## src/logic/ir_carrier_pkg.sv

```systemverilog
// package: register map, field layout and types of the carrier generator
package ir_carrier_pkg;
  // register indices as printed; byte address is four times the index
  localparam logic [7:0] idx_period_reload = 8'hcd;
  localparam logic [7:0] idx_output_control = 8'hda;
  localparam logic [7:0] idx_counter_value = 8'hdb;
  localparam logic [7:0] idx_duty_compare = 8'he8;
  localparam logic [11:0] addr_period_reload = 12'h334;
  localparam logic [11:0] addr_output_control = 12'h368;
  localparam logic [11:0] addr_counter_value = 12'h36c;
  localparam logic [11:0] addr_duty_compare = 12'h3a0;
  localparam int addr_w = 12;
  localparam int pos_pin_function_enable = 1;
  localparam int pos_carrier_drive_enable = 0;
  localparam logic [7:0] reset_byte = 8'h00;
  localparam logic [7:0] count_max = 8'hff;
  localparam logic [1:0] resp_okay = 2'b00;
  localparam logic [1:0] resp_slverr = 2'b10;
  localparam int clk_mhz = 200;
  localparam int count_rate_mhz = 4;
  localparam int sync_stages = 2;

  typedef struct packed {
    logic pin_function_enable;
    logic carrier_drive_enable;
  } output_control_t;

  typedef struct packed {
    logic level;
    logic oe_n;
    logic gpio_select;
  } pin_drive_t;
endpackage : ir_carrier_pkg

```

## src/logic/ir_carrier_generator.sv

```systemverilog
// infrared carrier generator with axi4-lite register slave
// Summary of operation
// - carrier reaches pin only when pin and carrier enables are both one.
// - pin enable zero leaves the pin as a general-purpose port pin.
// - pin enable one, carrier enable zero holds the pin low.
// - power-down forces the pin low whatever the enables say.
// - counter is eight bits and counts up by one per count tick.
// - count tick comes only from the high-speed oscillator, no prescaler.
// - the timer raises no interrupt; it only makes the waveform.
// - on enable the output starts high; the counter is not reloaded and counts on from its current value.
// - counter equal to duty compare turns the output low.
// - wrap from 0xff ends low phase, reloads counter, next period high.
// - reload writes go to a holding buffer, active at next overflow.
// - high lasts duty minus reload counts, low lasts 256 minus duty.
//
// The implementer's own choice: register access over AXI4-Lite.
`timescale 1ns/1ps
`default_nettype none
module ir_carrier_generator #(
  parameter int count_width = 8
) (
  input wire logic clk,
  input wire logic rst_n,
  input wire logic osc_clk,
  input wire logic power_down,
  input wire logic gpio_level,
  input wire logic gpio_oe_n,
  input wire logic [11:0] s_axi_awaddr,
  input wire logic s_axi_awvalid,
  output logic s_axi_awready,
  input wire logic [31:0] s_axi_wdata,
  input wire logic [3:0] s_axi_wstrb,
  input wire logic s_axi_wvalid,
  output logic s_axi_wready,
  output logic [1:0] s_axi_bresp,
  output logic s_axi_bvalid,
  input wire logic s_axi_bready,
  input wire logic [11:0] s_axi_araddr,
  input wire logic s_axi_arvalid,
  output logic s_axi_arready,
  output logic [31:0] s_axi_rdata,
  output logic [1:0] s_axi_rresp,
  output logic s_axi_rvalid,
  input wire logic s_axi_rready,
  output logic infrared_output_pin,
  output logic infrared_output_pin_oe_n,
  output logic carrier_phase_high
);
  // oscillator sampled through two flops, rising edge gives the count tick
  logic [2:0] osc_sync;
  wire osc_tick = osc_sync[1] & ~osc_sync[2];
  logic pd_s1, pd_s2;

  always_ff @(posedge clk or negedge rst_n) begin
    if (!rst_n) begin
      osc_sync <= 3'h0;
      pd_s1 <= 1'b0;
      pd_s2 <= 1'b0;
    end else begin
      osc_sync <= {osc_sync[1:0], osc_clk};
      pd_s1 <= power_down;
      pd_s2 <= pd_s1;
    end
  end

  // write channel capture, either order
  logic aw_held, w_held;
  logic [11:0] aw_addr;
  logic [31:0] w_data;
  logic [3:0] w_strb;
  assign s_axi_awready = ~aw_held & ~s_axi_bvalid;
  assign s_axi_wready = ~w_held & ~s_axi_bvalid;
  wire aw_now = aw_held | s_axi_awvalid;
  wire w_now = w_held | s_axi_wvalid;
  wire [11:0] wr_addr = aw_held ? aw_addr : s_axi_awaddr;
  wire [31:0] wr_data = w_held ? w_data : s_axi_wdata;
  wire [3:0] wr_strb = w_held ? w_strb : s_axi_wstrb;
  wire wr_fire = aw_now & w_now & ~s_axi_bvalid;
  wire wr_lane0 = wr_fire & wr_strb[0];
  wire wr_reload = wr_lane0 && wr_addr == ir_carrier_pkg::addr_period_reload;
  wire wr_ctrl = wr_lane0 && wr_addr == ir_carrier_pkg::addr_output_control;
  wire wr_count = wr_lane0 && wr_addr == ir_carrier_pkg::addr_counter_value;
  wire wr_duty = wr_lane0 && wr_addr == ir_carrier_pkg::addr_duty_compare;
  wire wr_hit = wr_addr == ir_carrier_pkg::addr_period_reload
    || wr_addr == ir_carrier_pkg::addr_output_control
    || wr_addr == ir_carrier_pkg::addr_counter_value
    || wr_addr == ir_carrier_pkg::addr_duty_compare;

  always_ff @(posedge clk or negedge rst_n) begin
    if (!rst_n) begin
      aw_held <= 1'b0;
      w_held <= 1'b0;
      aw_addr <= 12'h000;
      w_data <= 32'h0000_0000;
      w_strb <= 4'h0;
      s_axi_bvalid <= 1'b0;
      s_axi_bresp <= ir_carrier_pkg::resp_okay;
    end else begin
      if (s_axi_awvalid & s_axi_awready & ~wr_fire) begin
        aw_held <= 1'b1;
        aw_addr <= s_axi_awaddr;
      end else if (wr_fire) begin
        aw_held <= 1'b0;
      end
      if (s_axi_wvalid & s_axi_wready & ~wr_fire) begin
        w_held <= 1'b1;
        w_data <= s_axi_wdata;
        w_strb <= s_axi_wstrb;
      end else if (wr_fire) begin
        w_held <= 1'b0;
      end
      if (wr_fire) begin
        s_axi_bvalid <= 1'b1;
        s_axi_bresp <= wr_hit ? ir_carrier_pkg::resp_okay
                              : ir_carrier_pkg::resp_slverr;
      end else if (s_axi_bready) begin
        s_axi_bvalid <= 1'b0;
      end
    end
  end

  // registers and carrier timer
  ir_carrier_pkg::output_control_t ctrl;
  logic [count_width-1:0] reload_buffer, reload_active, duty, count;
  logic carrier_high;
  wire drive_on = ctrl.pin_function_enable & ctrl.carrier_drive_enable;
  wire [count_width-1:0] count_step = count_width'(count + 1'b1);
  wire overflow = osc_tick && count == ir_carrier_pkg::count_max;
  // low as the count steps onto the duty value
  wire duty_hit = osc_tick && !overflow && count_step == duty;
  logic drive_on_q;
  wire enable_rise = drive_on & ~drive_on_q;

  always_ff @(posedge clk or negedge rst_n) begin
    if (!rst_n) begin
      ctrl <= '0;
      reload_buffer <= ir_carrier_pkg::reset_byte;
      reload_active <= ir_carrier_pkg::reset_byte;
      duty <= ir_carrier_pkg::reset_byte;
      count <= ir_carrier_pkg::reset_byte;
      carrier_high <= 1'b0;
      drive_on_q <= 1'b0;
    end else begin
      drive_on_q <= drive_on;
      if (wr_ctrl) begin
        ctrl.pin_function_enable <=
          wr_data[ir_carrier_pkg::pos_pin_function_enable];
        ctrl.carrier_drive_enable <=
          wr_data[ir_carrier_pkg::pos_carrier_drive_enable];
      end
      if (wr_duty) begin
        duty <= wr_data[7:0];
      end
      if (wr_reload) begin
        reload_buffer <= wr_data[7:0];
      end else if (overflow) begin
        reload_active <= reload_buffer;
      end
      if (wr_reload && overflow) begin
        reload_active <= wr_data[7:0];
      end
      if (wr_count) begin
        count <= wr_data[7:0];
      end else if (overflow) begin
        count <= wr_reload ? wr_data[7:0] : reload_buffer;
      end else if (osc_tick) begin
        count <= count_step;
      end
      if (enable_rise || overflow) begin
        carrier_high <= 1'b1;
      end else if (duty_hit) begin
        carrier_high <= 1'b0;
      end
    end
  end

  // pin steering; no interrupt output exists
  ir_carrier_pkg::pin_drive_t pin;
  always_comb begin
    pin.gpio_select = ~ctrl.pin_function_enable;
    if (pd_s2) begin
      pin.level = 1'b0;
      pin.oe_n = 1'b0;
    end else if (pin.gpio_select) begin
      pin.level = gpio_level;
      pin.oe_n = gpio_oe_n;
    end else begin
      pin.level = drive_on & carrier_high;
      pin.oe_n = 1'b0;
    end
  end
  assign infrared_output_pin = pin.level;
  assign infrared_output_pin_oe_n = pin.oe_n;
  assign carrier_phase_high = carrier_high;

  // read channel
  wire [7:0] rd_sel =
    s_axi_araddr == ir_carrier_pkg::addr_output_control
      ? {6'h00, ctrl.pin_function_enable, ctrl.carrier_drive_enable}
    : s_axi_araddr == ir_carrier_pkg::addr_counter_value ? count
    : 8'h00;
  wire rd_hit = s_axi_araddr == ir_carrier_pkg::addr_output_control
    || s_axi_araddr == ir_carrier_pkg::addr_counter_value
    || s_axi_araddr == ir_carrier_pkg::addr_period_reload
    || s_axi_araddr == ir_carrier_pkg::addr_duty_compare;
  assign s_axi_arready = ~s_axi_rvalid;

  always_ff @(posedge clk or negedge rst_n) begin
    if (!rst_n) begin
      s_axi_rvalid <= 1'b0;
      s_axi_rdata <= 32'h0000_0000;
      s_axi_rresp <= ir_carrier_pkg::resp_okay;
    end else if (s_axi_arvalid & s_axi_arready) begin
      s_axi_rvalid <= 1'b1;
      s_axi_rdata <= {24'h000000, rd_sel};
      s_axi_rresp <= rd_hit ? ir_carrier_pkg::resp_okay
                            : ir_carrier_pkg::resp_slverr;
    end else if (s_axi_rready) begin
      s_axi_rvalid <= 1'b0;
    end
  end

  // checks
  property p_pd_low;
    @(posedge clk) disable iff (!rst_n)
      pd_s2 |-> !infrared_output_pin && !infrared_output_pin_oe_n;
  endproperty
  a_pd_low: assert property (p_pd_low)
    else $error("pin not low in power-down");
  property p_carrier_off_low;
    @(posedge clk) disable iff (!rst_n)
      (!pd_s2 && ctrl.pin_function_enable && !ctrl.carrier_drive_enable)
        |-> !infrared_output_pin && !infrared_output_pin_oe_n;
  endproperty
  a_carrier_off_low: assert property (p_carrier_off_low)
    else $error("pin not held low");
  property p_gpio_pass;
    @(posedge clk) disable iff (!rst_n)
      (!pd_s2 && !ctrl.pin_function_enable)
        |-> infrared_output_pin == gpio_level
            && infrared_output_pin_oe_n == gpio_oe_n;
  endproperty
  a_gpio_pass: assert property (p_gpio_pass)
    else $error("gpio not passed");
  property p_drive_only_enabled;
    @(posedge clk) disable iff (!rst_n)
      (!pd_s2 && ctrl.pin_function_enable && infrared_output_pin)
        |-> drive_on && carrier_high;
  endproperty
  a_drive_only_enabled: assert property (p_drive_only_enabled)
    else $error("carrier without enables");
  property p_wrap_reload;
    @(posedge clk) disable iff (!rst_n)
      (overflow && !wr_count && !wr_reload) |=> count == $past(reload_buffer);
  endproperty
  a_wrap_reload: assert property (p_wrap_reload)
    else $error("no reload at wrap");
  property p_wrap_high;
    @(posedge clk) disable iff (!rst_n) overflow |=> carrier_high;
  endproperty
  a_wrap_high: assert property (p_wrap_high)
    else $error("period not starting high");
  property p_enable_high;
    @(posedge clk) disable iff (!rst_n) enable_rise |=> carrier_high;
  endproperty
  a_enable_high: assert property (p_enable_high)
    else $error("carrier not starting high");
  property p_duty_low;
    @(posedge clk) disable iff (!rst_n)
      (duty_hit && !overflow && !enable_rise) |=> !carrier_high;
  endproperty
  a_duty_low: assert property (p_duty_low)
    else $error("no low at duty match");
  property p_count_step;
    @(posedge clk) disable iff (!rst_n)
      (osc_tick && !overflow && !wr_count) |=> count == $past(count) + 8'h01;
  endproperty
  a_count_step: assert property (p_count_step)
    else $error("count did not step");
  property p_count_hold;
    @(posedge clk) disable iff (!rst_n)
      (!osc_tick && !wr_count) |=> $stable(count);
  endproperty
  a_count_hold: assert property (p_count_hold)
    else $error("count moved without tick");
  property p_reload_held;
    @(posedge clk) disable iff (!rst_n) !overflow |=> $stable(reload_active);
  endproperty
  a_reload_held: assert property (p_reload_held)
    else $error("reload changed early");
  property p_write_write;
    @(posedge clk) disable iff (!rst_n)
      wr_count |=> count == $past(wr_data[7:0]);
  endproperty
  a_write_write: assert property (p_write_write)
    else $error("counter write lost");
  c_overflow: cover property (@(posedge clk) disable iff (!rst_n)
    overflow && drive_on);
  c_duty: cover property (@(posedge clk) disable iff (!rst_n)
    duty_hit && drive_on);
  c_pd: cover property (@(posedge clk) disable iff (!rst_n)
    pd_s2 && drive_on);
endmodule // ir_carrier_generator
`default_nettype wire

```

## config.mk

```make
export PLATFORM = sky130hd
export DESIGN_NAME = ir_carrier_generator
export DESIGN_NICKNAME = d
export VERILOG_FILES = /design/src/logic/ir_carrier_pkg.sv /design/src/logic/ir_carrier_generator.sv
export SDC_FILE = /design/constraint.sdc
export NUM_CORES = 1
export LEC_CHECK = 0
export ABC_CLOCK_PERIOD_IN_PS = 2700
export BUFFER_PORTS_ARGS = -buffer_cell sky130_fd_sc_hd__clkbuf_2
export CORE_ASPECT_RATIO = 0.7
export CORE_UTILIZATION = 45
export DETAILED_ROUTE_END_ITERATION = 10
export PLACE_DENSITY = 0.75
export SYNTH_ARGS = -nofsm -noshare
export SYNTH_HDL_FRONTEND = slang
export SYNTH_SLANG_ARGS = --single-unit
```

## constraint.sdc

```tcl
create_clock -name clk -period 2.7 [get_ports clk]
set_clock_uncertainty 0.2 [all_clocks]
set_input_delay 0.54 -clock clk [delete_from_list [all_inputs] [get_ports clk]]
set_output_delay 0.54 -clock clk [all_outputs]
set_load 0.05 [all_outputs]
```

Word level (Yosys, flattened, before mapping)
Index checks and enable logic that the tools add are counted.

word-level totals
  register bits after elaboration = 70
  bits of input ports = 71
  output and inout port bits = 44
  word-level logic and storage cells = 97

cells by class
  $add $sub $neg = 1
  equal/unequal tests = 10
  multiplexer cells = 22
  bitwise gates (word level) = 23
  reductions and logical operators = 21

operator list
  kind                  number
  $eq 12x10->1 const B  8
  $mux 8                7
  $and 1x1->1           14
  $mux 12               1
  $mux 1                10
  $reduce_bool 2->1     5
  $add 8x1->8 const B   1
  $eq 8x8->1            1
  $eq 8x8->1 const B    1
  $mux 2                4
  $logic_and 1x1->1     7
  $logic_or 1x1->1      7
  $not 1->1             7
  $reduce_bool 3->1     1
  $or 1x1->1            2
  $logic_not 1->1       1

Logic depth before layout (Yosys ltp)
  depth in word-level cells = 8
  mapped depth = 9
  gate-level depth less buffers = 7

Worst setup path after synthesis
Ideal clock, no wire load.

  kind = input-to-reg
  start = in s_axi_awaddr[0]
  end = reg count[6]
  setup time = 126 ps
  arrival = 2541 ps
  path slack = -167 ps
  cell stages on the path = 7
  path buffers = 2
  cell sequence = or4b_4 a2111oi_4 and4b_1 buf_4 buf_8 mux2_1 a221o_1

on the way
  cells in the longest elaborated chain, start to end = 6

RTL lines
  element               RTL line                     text
  from (decl)           ir_carrier_generator.sv:28   input wire logic [11:0] s_axi_awaddr,
  $mux 12 *             ir_carrier_generator.sv:75   wire [11:0] wr_addr = aw_held ? aw_addr : s_axi_awaddr;
  $eq 12x10->1          ir_carrier_generator.sv:80   wire wr_reload = wr_lane0 && wr_addr == ir_carrier_pkg::addr_period_reload;
  $logic_and 1x1->1     ir_carrier_generator.sv:80
  $mux 8                n/a
  $mux 8                ir_carrier_generator.sv:164  end else if (overflow) begin
  $mux 8                ir_carrier_generator.sv:162  if (wr_count) begin
  to (signal assigned)  ir_carrier_generator.sv:163  count <= wr_data[7:0];
  to (signal assigned)  ir_carrier_generator.sv:165  count <= wr_reload ? wr_data[7:0] : reload_buffer;
  to (signal assigned)  ir_carrier_generator.sv:167  count <= count_step;
  to (decl)             ir_carrier_generator.sv:124  logic [count_width-1:0] reload_buffer, reload_active, duty, count;

Every way passes the cells marked *; elsewhere a longest branch is shown, timed or not.
A chain may end at the register's enable or synchronous reset.

Final worst setup path
  start = reg aw_held
  end = reg count[6]

on the way
  cells in the longest elaborated chain, start to end = 8

RTL lines
  element                    RTL line                     text
  from (decl)                ir_carrier_generator.sv:67   logic aw_held, w_held;
  from (signal assigned)     ir_carrier_generator.sv:91   aw_held <= 1'b0;
  from (signal assigned)     ir_carrier_generator.sv:100  aw_held <= 1'b1;
  from (signal assigned)     ir_carrier_generator.sv:103  aw_held <= 1'b0;
  $or 1x1->1                 ir_carrier_generator.sv:73   wire aw_now = aw_held | s_axi_awvalid;
  $and 1x1->1 (2 in series)  ir_carrier_generator.sv:78   wire wr_fire = aw_now & w_now & ~s_axi_bvalid;
  $and 1x1->1                ir_carrier_generator.sv:79   wire wr_lane0 = wr_fire & wr_strb[0];
  $logic_and 1x1->1          ir_carrier_generator.sv:80
  $mux 8                     n/a
  $mux 8                     ir_carrier_generator.sv:164
  $mux 8                     ir_carrier_generator.sv:162

Parallel ways exist; a longest one is shown, timed or not.

==> metrics <==
n_diodes=0; post-synth top area share=0.465; Worst setup endpoint=count[6]; final WL=7500 µm; crit path from=aw_held; vias in the first global route=2600; synth cell count leaders=dfrtp_1 (68), mux2_2 (39), nor2_1 (33); Syn Inst Count=347; DRT iter0 DRCs=97; r2r startpoint=aw_held; Post-Syn Area=0.00366 mm²; R2R cell count=6; DP Wirelength=5620 µm; Logic pwr share=0.297; top post-synthesis cells by area=dfrtp_1 (47%), mux2_2 (12%), buf_4 (5.5%), nor2_1 (3.4%), nand2_1 (2.7%); total gr overflow=0; status=completed; Main synth FF type=dfrtp_1; area of the multi-input gates=0.00175 mm²; TritonRoute pass-1 iters=4; library cells used by synthesis=57; Final period util=0.975; Die Height=77.4 µm; Port-buffer cells=61; P_leak=0.00210 µW; cell taking the most area after synthesis=dfrtp_1; top-count cell post-synth=dfrtp_1; worst min-delay path category=primary input to asynchronous set/reset pin; drt drc=0; Avg Inst Size Synth=10.5 µm²; cell breakdown of the critical path=or4b_4 -> a2111oi_4 -> and4b_1 -> buf_6 -> mux2_2 -> a221o_1; global-route wire length before repair=12300 µm; RSZ-0062 raised after global routing=yes; yosys warns=0; I/O pins=115; actual slew at the worst max-slew pin=0.719 ns; Crit. End Element=register; Worst slew margin=0.521; post-synthesis sequential area ratio=0.465; Area Growth Syn to Fin=19.7%; Inst Count DP=502; switching portion of total power=0.332; CP max stage delay=0.55 ns; via count=2747; Final Critical Period=2.63 ns; Slew Viols, Final=0; Setup crit start kind=register; initial antenna violation count=0; max cap viols=0; CTS tree=built; final std cells w/o fill=520; critical path arrival=2.65 ns; DRT antenna net count=0; Skew-Pair Late Insertion Delay=0.34 ns; nets=486; internal power=2730 µW; Post-synth EDFFs=0; Longest Clk Path Bufs=2; Clock Pin Slew Worst Setup and Hold Paths=0.05 ns; gpl congestion=0.827; Die Area=0.00850 mm²; number of synthesized register bits=68; Tot GR Track Use=0.193; FFs w/ async S/R, synth=1.00; Setup-failing EPs final=0; Die X=110 µm; pre-CTS worst setup slack=-0.236 ns; DR WL/cell=14.4 µm; Pwr Density=932 mW/mm²; Site Rows=27; Reg2Reg Setup Slack=0.07 ns; VDD IR max=0.643 mV; final hold vios=0; Buf+Inv Stages, Crit Path=1; CP max-delay cell=or4b_4; H-tree depth=3; sequential share of power=0.367; Core ar.=0.00787 mm²; clock power share=0.336; Setup WS post-layout=0.0666 ns; largest net degree at the start of global routing=34; total of fill cells in the finished design=685; crit-path leading delay family=simple AND/OR/NAND/NOR gates; Crit path required time=2.72 ns; DR vias/cell=5.28; reg2reg end=count[6]; cts bufs inserted=9; NetSw=1350 µW; Root Buffer=clkbuf_16; starting density of the core=0.465; layout cells sized above 1=0.346; Stages on worst setup path=6; Sequential cell area=0.00170 mm²; critical path peak fanout=5; kind of critical path=register to register; fmax=380 MHz; clk sinks=68
[worst min path at each step]
| stage | end | depth (start not counted) |
|---|---|---|
| 2_1_floorplan | aw_addr[0] | 0 |
| 3_3_place_gp | pd_s2 | 0 |
| 3_5_place_dp | osc_sync[1] | 0 |
| 4_1_cts | w_data[7] | 1 |
| 5_1_grt | osc_sync[0] | 1 |
| 6_report | w_data[3] | 1 |
[kinds of logic after synthesis]
family | synth area share
adder cells (fa/ha/maj) | 0.00342
XOR/XNOR | 0.0263
multiplexers | 0.154
flip-flops | 0.465
buffers and inverters | 0.0869
AND/OR/NAND/NOR | 0.142
AO/OA/AOI/OAI | 0.122
other | 0.00103
[placed cells by master, fill, tap and decap left out, drive strengths merged, types with 4 or more instances in the layout]
cell    instances
buf            14
nor2           33
clkbuf         72
xnor2           7
o21ai          18
mux2           43
inv             8
dfrtp          68
nand2          26
conb           26
a31oi           8
a21o            6
nand3           6
a22o            6
xor2            4
mux2i           7
a21oi          15
[registers in the layout, summed over array words and instances, names as in the netlist]
| signal | flops |
|---|---|
| s_axi_rdata | 8 |
| w_held | 1 |
| w_strb | 1 |
| s_axi_rvalid | 1 |
| pd_s2 | 1 |
| s_axi_rresp | 1 |
| pd_s1 | 1 |
| osc_sync | 3 |
| aw_held | 1 |
| drive_on_q | 1 |
| duty | 8 |
| s_axi_bresp | 1 |
| ctrl | 2 |
| w_data | 8 |
| reload_buffer | 8 |
| count | 8 |
| carrier_phase_high | 1 |
| aw_addr | 12 |
| s_axi_bvalid | 1 |
[power by group through the flow]
stage	logic (µW)	clock network, µW	registers, µW
2_1_floorplan	1010	0	1450
3_3_place_gp	1170	0	1490
3_5_place_dp	1200	0	1510
4_1_cts	1210	1400	1490
5_1_grt	1320	1440	1530
6_report	1210	1370	1500
[through the flow]
step	hold slack, ns	total power, µW	util	TNS (ns)	cell area (µm²)
floorplan	0.0444	2460	-	-0.115	3750
global placement	0.134	2650	0.506	-1.53	3980
detailed placement	0.135	2710	0.506	-1.87	3980
CTS	0.0815	4100	0.550	0	4330
global route	0.0981	4290	0.556	-0.0183	4380
finish	0.0581	4080	0.556	0	4380
[per-layer routing]
metal | GRT usage | wire length [µm] | up-vias
li1 | - | - | 1305
met1 | 0.252 | 3530 | 1343
met2 | 0.291 | 3410 | 87
met3 | 0.0756 | 472 | 12
met4 | 0.0627 | 92 | 0
met5 | 0 | 0 | -
[worst register-to-register path, stage by stage (launching register included)]
cell	delay, ns
dfrtp_1	0.38
or4b_4	0.55
a2111oi_4	0.33
and4b_1	0.26
buf_6	0.14
mux2_2	0.35
a221o_1	0.31
[final cells by class]
type,instances,share of cell area
clock inverter,4,0.0217
sequential,68,0.389
clock buffer,12,0.0586
inverter,8,0.00686
tap,101,0.0289
multi-input combinational,253,0.401
timing repair buffer,74,0.0946
[what timing repair did]
item / 4_1_cts / 5_1_grt
resized for setup: 0 / 10
hold buffers: 0 / 0
endpoints found under the setup margin: 0 / 7
buffers inserted: 0 / 2
(Power assumes the default switching activity.)
